[config.mk]
export PLATFORM = sky130hd
export DESIGN_NAME = swb_core
export DESIGN_NICKNAME = d
export VERILOG_FILES = /design/src/hw/swb_pkg.sv /design/src/hw/swb_fifo.sv /design/src/hw/swb_core.sv
export SDC_FILE = /design/constraint.sdc
export NUM_CORES = 1
export LEC_CHECK = 0
export ABC_AREA = 1
export BUFFER_PORTS_ARGS = -buffer_cell sky130_fd_sc_hd__buf_2
export CORE_UTILIZATION = 65
export DETAILED_ROUTE_END_ITERATION = 16
export PLACE_DENSITY = 0.92
export SLEW_MARGIN = 20
export SYNTH_ARGS = -nofsm -noshare
export SYNTH_HDL_FRONTEND = slang
export SYNTH_SLANG_ARGS = --single-unit
export TNS_END_PERCENT = 30
[constraint.sdc]
create_clock -name clk -period 4.5 [get_ports clk]
set_input_delay 0.45 -clock clk [delete_from_list [all_inputs] [get_ports clk]]
set_output_delay 0.45 -clock clk [all_outputs]
set_load 0.01 [all_outputs]
[src/hw/swb_pkg.sv]
// Purpose: Shared constants for the single-wire read-byte and triplet engine
// Assumes: 25 MHz system clock; timings given in ns or ps then converted
// Notes: Register offsets are word indexes on a plain port; field positions are bit indexes

package swb_pkg;
	// Command codes seen on the serial host port
	localparam logic [7:0] CMD_READ_BYTE = 8'h96;
	localparam logic [7:0] CMD_TRIPLET = 8'h78;

	// System clock period
	localparam int CLK_NS = 40;
	localparam int CLK_PS = 40000;

	// Latest start of line activity after the host clock edge
	localparam int START_MAX_PS = 262500;
	localparam int START_MAX_CYC = (START_MAX_PS / CLK_PS < 1) ? 1 : START_MAX_PS / CLK_PS;

	// Slot timings, standard speed (ns)
	localparam int SLOT_STD_NS = 70000;
	localparam int LOW1_STD_NS = 6000;
	localparam int LOW0_STD_NS = 60000;
	localparam int MSR_STD_NS = 15000;
	// Slot timings, high speed (ns)
	localparam int SLOT_OD_NS = 10000;
	localparam int LOW1_OD_NS = 1000;
	localparam int LOW0_OD_NS = 7500;
	localparam int MSR_OD_NS = 2000;

	// Counter width for slot timing
	localparam int CNT_W = 12;

	// Least times round up to whole cycles
	localparam logic [CNT_W-1:0] SLOT_STD_CYC = CNT_W'((SLOT_STD_NS + CLK_NS - 1) / CLK_NS);
	localparam logic [CNT_W-1:0] LOW1_STD_CYC = CNT_W'((LOW1_STD_NS + CLK_NS - 1) / CLK_NS);
	localparam logic [CNT_W-1:0] LOW0_STD_CYC = CNT_W'((LOW0_STD_NS + CLK_NS - 1) / CLK_NS);
	localparam logic [CNT_W-1:0] MSR_STD_CYC = CNT_W'((MSR_STD_NS + CLK_NS - 1) / CLK_NS);
	localparam logic [CNT_W-1:0] SLOT_OD_CYC = CNT_W'((SLOT_OD_NS + CLK_NS - 1) / CLK_NS);
	localparam logic [CNT_W-1:0] LOW1_OD_CYC = CNT_W'((LOW1_OD_NS + CLK_NS - 1) / CLK_NS);
	localparam logic [CNT_W-1:0] LOW0_OD_CYC = CNT_W'((LOW0_OD_NS + CLK_NS - 1) / CLK_NS);
	localparam logic [CNT_W-1:0] MSR_OD_CYC = CNT_W'((MSR_OD_NS + CLK_NS - 1) / CLK_NS);

	// Index of the last slot per command
	localparam logic [2:0] LAST_SLOT_RB = 3'h7;
	localparam logic [2:0] LAST_SLOT_TRIP = 3'h2;

	// Register indexes on the plain register port
	localparam logic [3:0] REG_CTRL = 4'h0;
	localparam logic [3:0] REG_STATUS = 4'h1;
	localparam logic [3:0] REG_RDATA = 4'h2;
	localparam logic [3:0] REG_RPTR = 4'h3;

	// Control fields
	localparam int CTRL_OD_BIT = 0;
	localparam int CTRL_APU_BIT = 1;
	localparam int CTRL_SPU_BIT = 2;
	localparam logic [2:0] CTRL_RST = 3'h0;

	// Status fields
	localparam int ST_BUSY_BIT = 0;
	localparam int ST_SBR_BIT = 1;
	localparam int ST_TSB_BIT = 2;
	localparam int ST_DIR_BIT = 3;
	localparam int ST_FVALID_BIT = 4;
	localparam int ST_FFULL_BIT = 5;

	// Read pointer values
	localparam logic RP_STATUS = 1'b0;
	localparam logic RP_DATA = 1'b1;

	// Result queue depth
	localparam int FIFO_DEPTH = 8;
endpackage : swb_pkg

[src/hw/swb_fifo.sv]
// Purpose: Small synchronous FIFO with valid/ready on both sides
// Assumes: DEPTH is a power of two, at least 2
// Notes: Output word is shown from the array while out_valid is high

`timescale 1ns/1ns

module swb_fifo #(
	parameter int WIDTH = 8,
	parameter int DEPTH = 8
) (
	// Clock and reset
	input wire logic clk,
	input wire logic rst_n,
	// Fill side
	input wire logic in_valid,
	output logic in_ready,
	input wire logic [WIDTH-1:0] in_data,
	// Drain side
	output logic out_valid,
	input wire logic out_ready,
	output logic [WIDTH-1:0] out_data
);
	localparam int AW = $clog2(DEPTH);

	// Refuse depths the pointer arithmetic cannot serve
	if (DEPTH < 2 || (1 << AW) != DEPTH) begin : g_bad_depth
		$error("swb_fifo: DEPTH must be a power of two of at least 2");
	end

	// Storage and pointers with one wrap bit
	logic [WIDTH-1:0] mem_q [DEPTH];
	logic [AW:0] wr_ptr_q;
	logic [AW:0] rd_ptr_q;

	// Full when pointers differ only in wrap bit
	assign in_ready = !((wr_ptr_q[AW] != rd_ptr_q[AW]) && (wr_ptr_q[AW-1:0] == rd_ptr_q[AW-1:0]));
	assign out_valid = (wr_ptr_q != rd_ptr_q);
	assign out_data = mem_q[rd_ptr_q[AW-1:0]];

	// Write side
	always_ff @(posedge clk) begin
		if (!rst_n) begin
			wr_ptr_q <= '0;
		end else if (in_valid && in_ready) begin
			mem_q[wr_ptr_q[AW-1:0]] <= in_data;
			wr_ptr_q <= wr_ptr_q + 1'b1;
		end
	end

	// Read side
	always_ff @(posedge clk) begin
		if (!rst_n) begin
			rd_ptr_q <= '0;
		end else if (out_valid && out_ready) begin
			rd_ptr_q <= rd_ptr_q + 1'b1;
		end
	end
endmodule : swb_fifo

[src/hw/swb_core.sv]
// Purpose: Serial host command front end and single-wire slot engine
// Assumes: scl, sda and line input are asynchronous; read results drain by register port
// Notes: Only write frames are served on the serial port; reads are not acknowledged
//
// Chosen here: the address map and the strobed register port.

`timescale 1ns/1ns

module swb_core
	import swb_pkg::*;
#(
	parameter logic [6:0] SLAVE_ADDR = 7'h2A,
	parameter int QDEPTH = FIFO_DEPTH
) (
	// Clock and reset
	input wire logic clk,
	input wire logic rst_n,
	// Serial host pins, open drain data
	input wire logic scl,
	input wire logic sda_in,
	output logic sda_out,
	output logic sda_oe_n,
	// Single-wire line, open drain
	input wire logic owl_in,
	output logic owl_out,
	output logic owl_oe_n,
	output logic owl_pullup,
	output logic line_busy_flag,
	// Register port
	input wire logic [3:0] reg_addr,
	input wire logic [7:0] reg_wdata,
	input wire logic reg_wr,
	input wire logic reg_rd,
	output logic [7:0] reg_rdata
);
	// Refuse a queue the FIFO cannot build
	if (QDEPTH < 2) begin : g_bad_q
		$error("swb_core: QDEPTH must be at least 2");
	end

	typedef enum logic [3:0] {
		I_IDLE = 4'b0001, I_BITS = 4'b0010, I_ACK = 4'b0100, I_SKIP = 4'b1000
	} swb_i2c_t;
	typedef enum logic [2:0] {
		S_IDLE = 3'b001, S_LOW = 3'b010, S_HIGH = 3'b100
	} swb_slot_t;

	// Pick standard or high-speed cycle count
	function automatic logic [CNT_W-1:0] tsel(input logic od, input logic [CNT_W-1:0] std,
		input logic [CNT_W-1:0] fast);
		tsel = od ? fast : std;
	endfunction : tsel

	// Synchronisers: stage 0 feeds only stage 1, stage 2 is edge history
	logic [2:0] scl_sq;
	logic [2:0] sda_sq;
	logic [1:0] owl_sq;
	always_ff @(posedge clk) begin
		if (!rst_n) begin
			scl_sq <= 3'h7;
			sda_sq <= 3'h7;
			owl_sq <= 2'h3;
		end else begin
			scl_sq <= {scl_sq[1:0], scl};
			sda_sq <= {sda_sq[1:0], sda_in};
			owl_sq <= {owl_sq[0], owl_in};
		end
	end

	// Edge and condition decode on settled samples
	logic scl_rise, scl_fall, i2c_start, i2c_stop, owl_s;
	assign scl_rise = scl_sq[1] && !scl_sq[2];
	assign scl_fall = !scl_sq[1] && scl_sq[2];
	assign i2c_start = scl_sq[1] && scl_sq[2] && !sda_sq[1] && sda_sq[2];
	assign i2c_stop = scl_sq[1] && scl_sq[2] && sda_sq[1] && !sda_sq[2];
	assign owl_s = owl_sq[1];

	// Frame state
	swb_i2c_t i_state_q;
	logic [3:0] bit_cnt_q;     // Bits of current byte
	logic [6:0] sh_q;          // Incoming bits, MS first
	logic [1:0] byte_q;        // 0 address, 1 code, 2 parameter, 3 extra
	logic ack_q;               // Acknowledge decision for this byte
	logic trip_ok_q;           // Triplet accepted, expecting direction
	logic rb_pend_q;           // Read-byte accepted, start after ack
	logic v_q;                 // Direction value bit
	logic rb_go_q, trip_go_q;  // One-cycle start pulses
	logic accept_q;            // Command accepted pulse
	logic sda_oe_n_q;
	logic busy_q;
	logic fifo_in_ready;
	logic [7:0] rx_byte;
	assign rx_byte = {sh_q, sda_sq[1]};

	// Serial frame receiver and command acceptance
	always_ff @(posedge clk) begin
		rb_go_q <= 1'b0;
		trip_go_q <= 1'b0;
		accept_q <= 1'b0;
		if (!rst_n) begin
			i_state_q <= I_IDLE;
			bit_cnt_q <= 4'h0;
			sh_q <= 7'h00;
			byte_q <= 2'h0;
			ack_q <= 1'b0;
			trip_ok_q <= 1'b0;
			rb_pend_q <= 1'b0;
			v_q <= 1'b0;
			sda_oe_n_q <= 1'b1;
		end else if (i2c_start) begin
			// Start or repeated start opens a new frame
			i_state_q <= I_BITS;
			bit_cnt_q <= 4'h0;
			byte_q <= 2'h0;
			trip_ok_q <= 1'b0;
			rb_pend_q <= 1'b0;
			sda_oe_n_q <= 1'b1;
		end else if (i2c_stop) begin
			i_state_q <= I_IDLE;
			sda_oe_n_q <= 1'b1;
		end else begin
			unique case (i_state_q)
				I_IDLE, I_SKIP: begin
					// Wait for next start
				end
				I_BITS: begin
					if (scl_rise && bit_cnt_q < 4'h8) begin
						sh_q <= rx_byte[6:0];
						bit_cnt_q <= bit_cnt_q + 4'h1;
						if (bit_cnt_q == 4'h0 && byte_q == 2'h2) begin
							v_q <= sda_sq[1];
						end
						if (bit_cnt_q == 4'h7) begin
							unique case (byte_q)
								2'h0: ack_q <= (rx_byte[7:1] == SLAVE_ADDR) && !rx_byte[0];
								2'h1: begin
									if (rx_byte == CMD_READ_BYTE) begin
										ack_q <= !busy_q && fifo_in_ready;
										rb_pend_q <= !busy_q && fifo_in_ready;
										accept_q <= !busy_q && fifo_in_ready;
									end else if (rx_byte == CMD_TRIPLET) begin
										ack_q <= !busy_q;
										trip_ok_q <= !busy_q;
										accept_q <= !busy_q;
									end else begin
										ack_q <= 1'b0;
									end
								end
								2'h2: ack_q <= trip_ok_q;
								2'h3: ack_q <= 1'b0;
							endcase
						end
					end
					if (scl_fall && bit_cnt_q == 4'h1 && byte_q == 2'h2 && trip_ok_q) begin
						trip_go_q <= 1'b1;
					end
					if (scl_fall && bit_cnt_q == 4'h8) begin
						i_state_q <= I_ACK;
						bit_cnt_q <= 4'h0;
						sda_oe_n_q <= !ack_q;
					end
				end
				I_ACK: begin
					if (scl_fall) begin
						sda_oe_n_q <= 1'b1;
						byte_q <= (byte_q == 2'h3) ? 2'h3 : byte_q + 2'h1;
						i_state_q <= ack_q ? I_BITS : I_SKIP;
						rb_go_q <= rb_pend_q;
						rb_pend_q <= 1'b0;
					end
				end
			endcase
		end
	end

	// Control register
	logic [2:0] ctrl_q;
	// Slot engine state
	swb_slot_t s_state_q;
	logic [CNT_W-1:0] cnt_q;
	logic [2:0] idx_q;
	logic is_trip_q, od_q, wbit_q, owl_oe_n_q, pullup_q, push_q;
	logic sbr_q, tsb_q, dir_q, r0_q;
	logic [7:0] rb_sh_q;
	logic [CNT_W-1:0] slot_len, low_len, msr_len;
	logic last_slot, slot_end, sample_now;
	assign slot_len = tsel(od_q, SLOT_STD_CYC, SLOT_OD_CYC);
	assign low_len = wbit_q ? tsel(od_q, LOW1_STD_CYC, LOW1_OD_CYC)
		: tsel(od_q, LOW0_STD_CYC, LOW0_OD_CYC);
	assign msr_len = tsel(od_q, MSR_STD_CYC, MSR_OD_CYC);
	assign last_slot = idx_q == (is_trip_q ? LAST_SLOT_TRIP : LAST_SLOT_RB);
	assign slot_end = (s_state_q != S_IDLE) && (cnt_q == slot_len - 1'b1);
	assign sample_now = (s_state_q != S_IDLE) && (cnt_q == msr_len - 1'b1);

	// Slot sequencer: timing, drive and busy
	always_ff @(posedge clk) begin
		push_q <= 1'b0;
		if (!rst_n) begin
			s_state_q <= S_IDLE;
			cnt_q <= '0;
			idx_q <= 3'h0;
			is_trip_q <= 1'b0;
			od_q <= 1'b0;
			wbit_q <= 1'b1;
			owl_oe_n_q <= 1'b1;
			pullup_q <= 1'b0;
			busy_q <= 1'b0;
		end else begin
			unique case (s_state_q)
				S_IDLE: begin
					if (rb_go_q || trip_go_q) begin
						s_state_q <= S_LOW;
						busy_q <= 1'b1;
						is_trip_q <= trip_go_q;
						od_q <= ctrl_q[CTRL_OD_BIT];
						idx_q <= 3'h0;
						cnt_q <= '0;
						wbit_q <= 1'b1;
						owl_oe_n_q <= 1'b0;
					end
				end
				S_LOW, S_HIGH: begin
					cnt_q <= cnt_q + 1'b1;
					if (s_state_q == S_LOW && cnt_q == low_len - 1'b1) begin
						// Release line; active pullup only, no strong
						s_state_q <= S_HIGH;
						owl_oe_n_q <= 1'b1;
						pullup_q <= ctrl_q[CTRL_APU_BIT];
					end
					if (slot_end) begin
						pullup_q <= 1'b0;
						if (last_slot) begin
							s_state_q <= S_IDLE;
							busy_q <= 1'b0;
							push_q <= !is_trip_q;
						end else begin
							s_state_q <= S_LOW;
							cnt_q <= '0;
							idx_q <= idx_q + 3'h1;
							owl_oe_n_q <= 1'b0;
							wbit_q <= (is_trip_q && idx_q == 3'h1) ? dir_q : 1'b1;
						end
					end
				end
			endcase
		end
	end

	// Sample capture and result flags
	always_ff @(posedge clk) begin
		if (!rst_n) begin
			sbr_q <= 1'b0;
			tsb_q <= 1'b0;
			dir_q <= 1'b0;
			r0_q <= 1'b0;
			rb_sh_q <= 8'h00;
		end else if (sample_now) begin
			if (!is_trip_q) begin
				rb_sh_q <= {owl_s, rb_sh_q[7:1]};
			end else if (idx_q == 3'h0) begin
				sbr_q <= owl_s;
				r0_q <= owl_s;
			end else if (idx_q == 3'h1) begin
				// differ follows first; ones write one
				tsb_q <= owl_s;
				dir_q <= r0_q | (!owl_s & v_q);
			end
		end
	end

	// Result queue toward register port
	logic fifo_out_valid, fifo_pop;
	logic [7:0] fifo_out_data;
	assign fifo_pop = reg_rd && reg_addr == REG_RDATA;
	swb_fifo #(.WIDTH(8), .DEPTH(QDEPTH)) u_fifo (
		.clk(clk),
		.rst_n(rst_n),
		.in_valid(push_q),
		.in_ready(fifo_in_ready),
		.in_data(rb_sh_q),
		.out_valid(fifo_out_valid),
		.out_ready(fifo_pop),
		.out_data(fifo_out_data)
	);

	// Register writes and read pointer
	logic rptr_q;
	always_ff @(posedge clk) begin
		if (!rst_n) begin
			ctrl_q <= CTRL_RST;
			rptr_q <= RP_STATUS;
		end else begin
			if (reg_wr && reg_addr == REG_CTRL) begin
				ctrl_q <= reg_wdata[2:0];
			end
			// accept parks pointer, wins over write
			if (accept_q) begin
				rptr_q <= RP_STATUS;
			end else if (reg_wr && reg_addr == REG_RPTR) begin
				rptr_q <= reg_wdata[0];
			end
		end
	end

	// Register reads, answered one cycle later
	logic [7:0] status;
	assign status = {2'b00, !fifo_in_ready, fifo_out_valid, dir_q, tsb_q, sbr_q, busy_q};
	logic [7:0] rdata_q;
	always_ff @(posedge clk) begin
		if (!rst_n) begin
			rdata_q <= 8'h00;
		end else if (reg_rd) begin
			unique case (reg_addr)
				REG_CTRL: rdata_q <= {5'h00, ctrl_q};
				REG_STATUS: rdata_q <= status;
				REG_RDATA: rdata_q <= fifo_out_valid ? fifo_out_data : 8'h00;
				REG_RPTR: rdata_q <= {7'h00, rptr_q};
				default: rdata_q <= 8'h00;
			endcase
		end
	end

	// Output drive: open-drain data always low when enabled
	assign sda_out = 1'b0;
	assign owl_out = 1'b0;
	assign sda_oe_n = sda_oe_n_q;
	assign owl_oe_n = owl_oe_n_q;
	assign owl_pullup = pullup_q;
	assign line_busy_flag = busy_q;
	assign reg_rdata = rdata_q;

	// Helper: busy length counter
	logic [15:0] busy_cyc_q;
	always_ff @(posedge clk) begin
		if (!rst_n || !busy_q) busy_cyc_q <= 16'h0001;
		else busy_cyc_q <= busy_cyc_q + 16'h0001;
	end
endmodule : swb_core

==> results.py, run 1 <==
metrics = {
    "outcome": {
        "run_status": "finished clean",
    },
    "logic_synthesis": {
        "async_flop_share": 0,
        "yosys_warnings": 0,
        "yosysTopAreaCellShare": 0.2752,
        "syn_inst": 846,
        "synth_seq_cells": 156,
        "synth-adder-area-share": 0.01971,
        "synth-compound-area-share": 0.09154,
        "ys_types": 38,
        "synthXorXnorAreaFrac": 0.01630,
        "synth_most_common_cell": "nand2_1",
        "synth_top_family_by_area": "simple AND/OR/NAND/NOR gates",
        "synthMuxAreaShare": 0,
        "syn_avg_cell_area_um2": 8.256,
        "synth_flop_cell": "dfxtp_1",
        "synth-edff-count": 64,
        "synth.area.top_cells": "edfxtp_1 (28%), dfxtp_1 (26%), nand2_1 (11%), nor2_1 (5.1%), inv_1 (4.5%)",
        "yosysSeqAreaShare": 0.5389,
        "synth_top_area_cell": "edfxtp_1",
        "yosys.area_share.simple": 0.2646,
        "netlist_area_um2": 6984,
        "synth_commonest_cells": "nand2_1 (208), nor2_1 (95), dfxtp_1 (92), inv_1 (84), edfxtp_1 (64)",
    },
    "worst_setup_path": {
        "path_max_fanout": 33,
        "worstSetupStartpointType": "flip-flop",
        "critical_path_class": "reg2reg",
        "reg2reg_depth": 12,
        "crit_arrival_ps": 2720,
        "crit_required_ps": 4960,
        "r2r_slack_ps": 2250,
        "cp-end-kind": "flip-flop",
    },
    "power_and_ir_drop": {
        "ir_drop_v": 0.0003641,
        "power.leakage_nw": 3.175,
        "switchingPower_mw": 0.7814,
        "powerDensity_nw_per_um2": 405.0,
        "power_mw": 3.159,
        "clkPwrFrac": 0.445,
        "swShare": 0.2473,
        "seqPwrFrac": 0.479,
        "p_int_mw": 2.378,
        "comb_power_share": 0.076,
    },
    "sta": {
        "worst_pin_slew_ps": 895.3,
        "totalNegativeSetupSlack_ps": 0,
        "setup_viol": 0,
        "layout_setup_ws_ps": 2250,
        "min_period_over_period": 0.5001,
        "hold_viol": 0,
        "rsz0062_at_grt": "no",
        "max_freq_ghz": 0.4444,
        "slew_viol_final": 0,
        "holdWs_ps": 106.8,
        "period_minus_slack_ps": 2250,
        "finClkSkew_ps": 10.18,
        "slew_headroom": 0.4025,
    },
    "global_route": {
        "antenna_found_initial": 0,
        "overflow": 0,
        "grt_pass1_vias": 5512,
        "grt_max_degree": 40,
        "grt_pass1_wl_um": 25430,
        "gr-usage-all-layers": 0.2944,
    },
    "cts": {
        "postCtsHoldBufs": 0,
        "cts_max_level": 4,
        "cts_sinks": 156,
        "cts_buffers": 17,
        "cts_tree": "built",
        "cts_root_buf": "clkbuf_8",
        "clk_pin_slew_ps": 70,
        "cts-resized-gates": 0,
        "cts_buffer_depth": 2,
        "post_cts_buffers": 0,
        "clk_latency_ps": 540,
    },
    "floorplanning": {
        "initial_core_util": 0.6735,
        "die_w_um": 105.7,
        "fp-row-count": 37,
        "core_um2": 10370,
        "top_level_ports": 33,
        "die_h_um": 105.7,
        "die-area_um2": 11160,
    },
    "drt": {
        "drt-total-wl_um": 15470,
        "drtIter0Drc": 517,
        "drc_errors": 0,
        "ant_nets": 0,
        "wl_per_cell_um": 15.15,
        "drtPass1Iterations": 5,
        "viasPerCell": 5.653,
        "via_count": 5772,
    },
    "hold_path": {
        "whs_path_depth": 2,
        "hp-class": "in2reg",
    },
    "final_layout": {
        "regArea_um2": 3764,
        "fillers": 682,
        "synthToLayoutAreaGrowth_pct": 11.70,
        "multi_input_area_um2": 2766,
        "finish.net_count": 902,
        "insertedDiodeCount": 0,
        "final_layout_size_suffix_gt1_frac": 0.1164,
    },
    "placed_design": {
        "io_buffers": 25,
        "gp_congestion": 0.9214,
        "dp_hpwl_um": 9839,
        "dpl_worst_slack_ps": 2009,
    },
    "flow_run": {
        "cap_violations": 0,
    },
}
final cells by class:
cell class / instances / area share
flip-flops and latches: 156 / 0.4824
multi-input cells: 573 / 0.3546
clock buffers: 21 / 0.06175
inverters: 94 / 0.04523
well taps: 136 / 0.02181
repair buffers: 30 / 0.02085
clock inverters: 11 / 0.01331
worst paths after layout:
path	from	endpoint
max reg2reg	flip-flop	reg_rdata[0]
max	flip-flop	reg_rdata[0]
min	owl_in	owl_sq[0]
min reg2reg	accept_q	rptr_q
critical path, cell delays in order, from the launching register on:
cell	delay [ps]
dfxtp_1	300
buf_4	230
inv_1	690
nand2_1	110
nand2_1	90
nand2_1	60
o21ai_0	140
nand2_1	110
nand2_1	130
nand2_1	70
nand2_1	60
nand2_1	40
a21oi_1	130
layout by cell type, fill, tap and decap left out, types with 7 or more instances in the layout:
cell and n:
inv_1 84, o21ai_0 49, clkbuf_16 18, nand3_1 51, buf_2 25, nor2_1 95
ha_1 11, xnor2_1 7, nand4_1 18, or2_2 7, nand2_1 208, a21oi_1 54
nor3_1 18, nand2_2 9, inv_2 9, o22ai_1 8, edfxtp_1 64, dfxtp_1 92
cell families (layout without fill, tap and decap cells):
kind of cell	after synthesis	in the layout
AO/OA/AOI/OAI	120	120
XOR/XNOR	13	13
adder cells (fa/ha/maj)	11	11
buffers and inverters	118	156
flip-flops	156	156
other	1	2
AND/OR/NAND/NOR	427	427
per-layer routing:
metal	global-route usage	share of wire	up-vias
met5	0	0	-
met4	0.1538	0.028	0
met1	0.3503	0.40	2639
met2	0.4991	0.50	259
li1	-	-	2836
met3	0.06494	0.072	38
power by group through the flow:
stage / Sequential, mW / Clock, mW / Combinational, mW
finish: 1.51 / 1.41 / 0.240
global route: 1.52 / 1.46 / 0.267
CTS: 1.51 / 1.41 / 0.237
detailed placement: 1.54 / 0 / 0.232
global placement: 1.54 / 0 / 0.225
floorplan: 1.54 / 0 / 0.179
stage by stage:
stage / cell area, µm² / instances / utilization
global placement: 7196 / 989 / 0.6939
global route: 7801 / 1021 / 0.7523
floorplan: 6988 / 847 / -
finish: 7801 / 1021 / 0.7523
CTS: 7786 / 1021 / 0.7508
detailed placement: 7201 / 989 / 0.6944
sequential cells by signal (all words and copies together) (netlist names), 4 cells and up, named ones only:
name,cells
i_state_q,4
u_fifo.mem_q,64
bit_cnt_q,4
u_fifo.rd_ptr_q,4
sh_q,7
u_fifo.wr_ptr_q,4
rb_sh_q,8
cnt_q,12
reg_rdata,8
No activity file was read; power rests on OpenSTA's default activity.
==> run 2: changes to the inputs <==
--- a/config.mk
+++ b/config.mk
@@ -7,9 +7,9 @@
 export LEC_CHECK = 0
 export ABC_AREA = 1
 export BUFFER_PORTS_ARGS = -buffer_cell sky130_fd_sc_hd__buf_2
-export CORE_UTILIZATION = 65
+export CORE_UTILIZATION = 61
 export DETAILED_ROUTE_END_ITERATION = 16
-export PLACE_DENSITY = 0.92
+export PLACE_DENSITY = 0.87
 export SLEW_MARGIN = 20
 export SYNTH_ARGS = -nofsm -noshare
 export SYNTH_HDL_FRONTEND = slang
==> constraint.sdc (replaced) <==
create_clock -name clk -period 2.15 [get_ports clk]
set_input_delay 0.215 -clock clk [delete_from_list [all_inputs] [get_ports clk]]
set_output_delay 0.215 -clock clk [all_outputs]
set_load 0.01 [all_outputs]
==> results.py, run 2 (synthesis results as in run 1) <==
metrics = {
    "power_and_ir_drop": {
        "powerDensity_nw_per_um2": 811.0,
        "power.leakage_nw": 3.266,
        "power_mw": 6.471,
        "ir_drop_v": 0.0007904,
        "switchingPower_mw": 1.694,
        "p_int_mw": 4.778,
        "clkPwrFrac": 0.433,
        "seqPwrFrac": 0.488,
        "comb_power_share": 0.079,
        "swShare": 0.2617,
    },
    "cts": {
        "cts_root_buf": "clkbuf_16",
        "clk_pin_slew_ps": 70,
        "cts_max_level": 4,
        "cts_buffer_depth": 2,
        "clk_latency_ps": 430,
        "cts_buffers": 17,
        "post_cts_buffers": 0,
        "cts_tree": "built",
        "cts_sinks": 156,
    },
    "worst_setup_path": {
        "r2r_slack_ps": 170,
        "slowest_delay_ps": 590,
        "worstSetupStartpointType": "flip-flop",
        "r2r-start": "u_fifo.rd_ptr_q[1]",
        "critical_path_class": "reg2reg",
        "slowest_stage": "nor3_2",
        "reg2reg_depth": 8,
        "r2r_end": "u_fifo.mem_q[3][6]",
        "path_max_fanout": 8,
        "cp-end-kind": "flip-flop",
        "crit_required_ps": 2210,
        "crit_arrival_ps": 2040,
        "cp_cell_sequence": "xnor2_1, nand2_1, nor2_1, nand2_1, nand2_2, inv_1, nand2_2, nor3_2",
    },
    "final_layout": {
        "mostFrequentLayoutCells": "nand2_1 (208), nor2_1 (93), dfxtp_1 (92)",
        "insertedDiodeCount": 0,
        "final_core_util": 0.7265,
        "fillers": 760,
        "instances_no_fill": 1047,
        "layout_commonest_cell": "nand2_1",
        "largest_reg_flops": 64,
        "synthToLayoutAreaGrowth_pct": 14.24,
        "finish.net_count": 924,
        "final_layout_size_suffix_gt1_frac": 0.1411,
    },
    "hold_path": {
        "hp-start": "reg_wdata[1]",
        "whs_path_depth": 3,
        "hp-class": "in2reg",
        "whs_endpoint": "ctrl_q[1]",
    },
    "drt": {
        "viasPerCell": 5.592,
        "drc_errors": 0,
        "drt-total-wl_um": 16020,
        "via_count": 5855,
        "wl_per_cell_um": 15.30,
        "ant_nets": 0,
        "drtIter0Drc": 541,
        "drtPass1Iterations": 5,
    },
    "floorplanning": {
        "initial_core_util": 0.6359,
        "core_um2": 10980,
        "top_level_ports": 33,
        "die-area_um2": 11880,
        "fp-row-count": 38,
        "die_w_um": 109,
        "die_h_um": 109,
    },
    "placed_design": {
        "place_inst": 1012,
        "dp_hpwl_um": 10920,
        "io_buffers": 25,
        "gp_congestion": 0.9756,
        "dpl_worst_slack_ps": -135.1,
    },
    "global_route": {
        "gr-usage-all-layers": 0.2845,
        "grt_pass1_wl_um": 25530,
        "grt_pass1_vias": 5554,
        "grt_max_degree": 40,
        "antenna_found_initial": 0,
        "overflow": 0,
    },
    "sta": {
        "hold_viol": 0,
        "rsz0062_at_grt": "no",
        "worst_pin_slew_ps": 721.7,
        "slew_viol_final": 0,
        "max_freq_ghz": 0.5048,
        "period_minus_slack_ps": 1981,
        "setup_viol": 0,
        "totalNegativeSetupSlack_ps": 0,
        "slew_headroom": 0.5163,
        "finClkSkew_ps": 10.79,
        "layout_setup_ws_ps": 169.0,
        "min_period_over_period": 0.9214,
    },
    "flow_run": {
        "cap_violations": 0,
    },
    "outcome": {
        "run_status": "finished clean",
    },
}
run 2: changes by cell type in the layout (fill, tap and decap cells not counted), sizes merged:
cell         before  now
bufinv            1    0
clkinv            5    6
buf              30   49
inv              98  100
clkinvlp          1    3
clkbuf           21   17
dlygate4sd3       0    3
run 2: layout make-up:
class | instances | area, µm² | area share
Clock buffer | 17 | 425.4 | 0.05332
Clock inverter | 15 | 132.6 | 0.01662
Inverter | 94 | 352.8 | 0.04422
Multi-Input combinational cell | 573 | 2781 | 0.3486
Sequential cell | 156 | 3764 | 0.4717
Tap cell | 140 | 175.2 | 0.02195
Timing Repair Buffer | 52 | 347.8 | 0.04359
run 2: how the worst max path moves through the flow:
stage / startpoint / to / slack, ps / cells past startpoint
final: u_fifo.rd_ptr_q[1] / u_fifo.mem_q[3][6] / 170 / 8
after global routing: u_fifo.wr_ptr_q[2] / u_fifo.mem_q[3][6] / 30 / 8
after CTS: u_fifo.wr_ptr_q[1] / u_fifo.mem_q[5][7] / -80 / 8
after detailed placement: u_fifo.wr_ptr_q[3] / u_fifo.mem_q[3][2] / -140 / 7
after global placement: u_fifo.wr_ptr_q[3] / u_fifo.mem_q[3][4] / -3 / 7
after floorplan: u_fifo.wr_ptr_q[0] / u_fifo.mem_q[0][0] / 190 / 8
run 2: critical path: cells and delay by family (launching register included):
kind                      cells  cell delay (ps)
buffers and inverters         1               80
DFF                           1              320
xor gates and xnor gates      1              140
and+or+nand+nor               6             1070
run 2: through the flow:
step                      hold WS [ps]  area, µm²
after global routing             69.71       7979
after CTS                        63.22       7954
after global placement           393.6       7356
final                            63.38       7979
after detailed placement         393.7       7356
after floorplan                  321.6       6988
run 2: power groups by stage:
stage	sequential, mW	clock (mW)	combinational, mW
final	3.16	2.80	0.510
after floorplan	3.22	0	0.375
after global placement	3.22	0	0.479
after CTS	3.16	2.81	0.506
after detailed placement	3.22	0	0.495
after global routing	3.17	2.93	0.566
run 2: metal layers:
layer / track usage / wire, µm
met1: 0.3455 / 6469
met3: 0.06874 / 1214
met2: 0.4771 / 7825
met4: 0.1303 / 514
met5: 0 / 0
run 2: what timing repair did:
action | CTS | global route
hold buffers | 3 | 0
endpoints found under the hold margin | 3 | 0
pin swaps | 0 | 0
cloned | 0 | 0
endpoints found under the setup margin | 40 | 32
resized for setup | 2 | 4
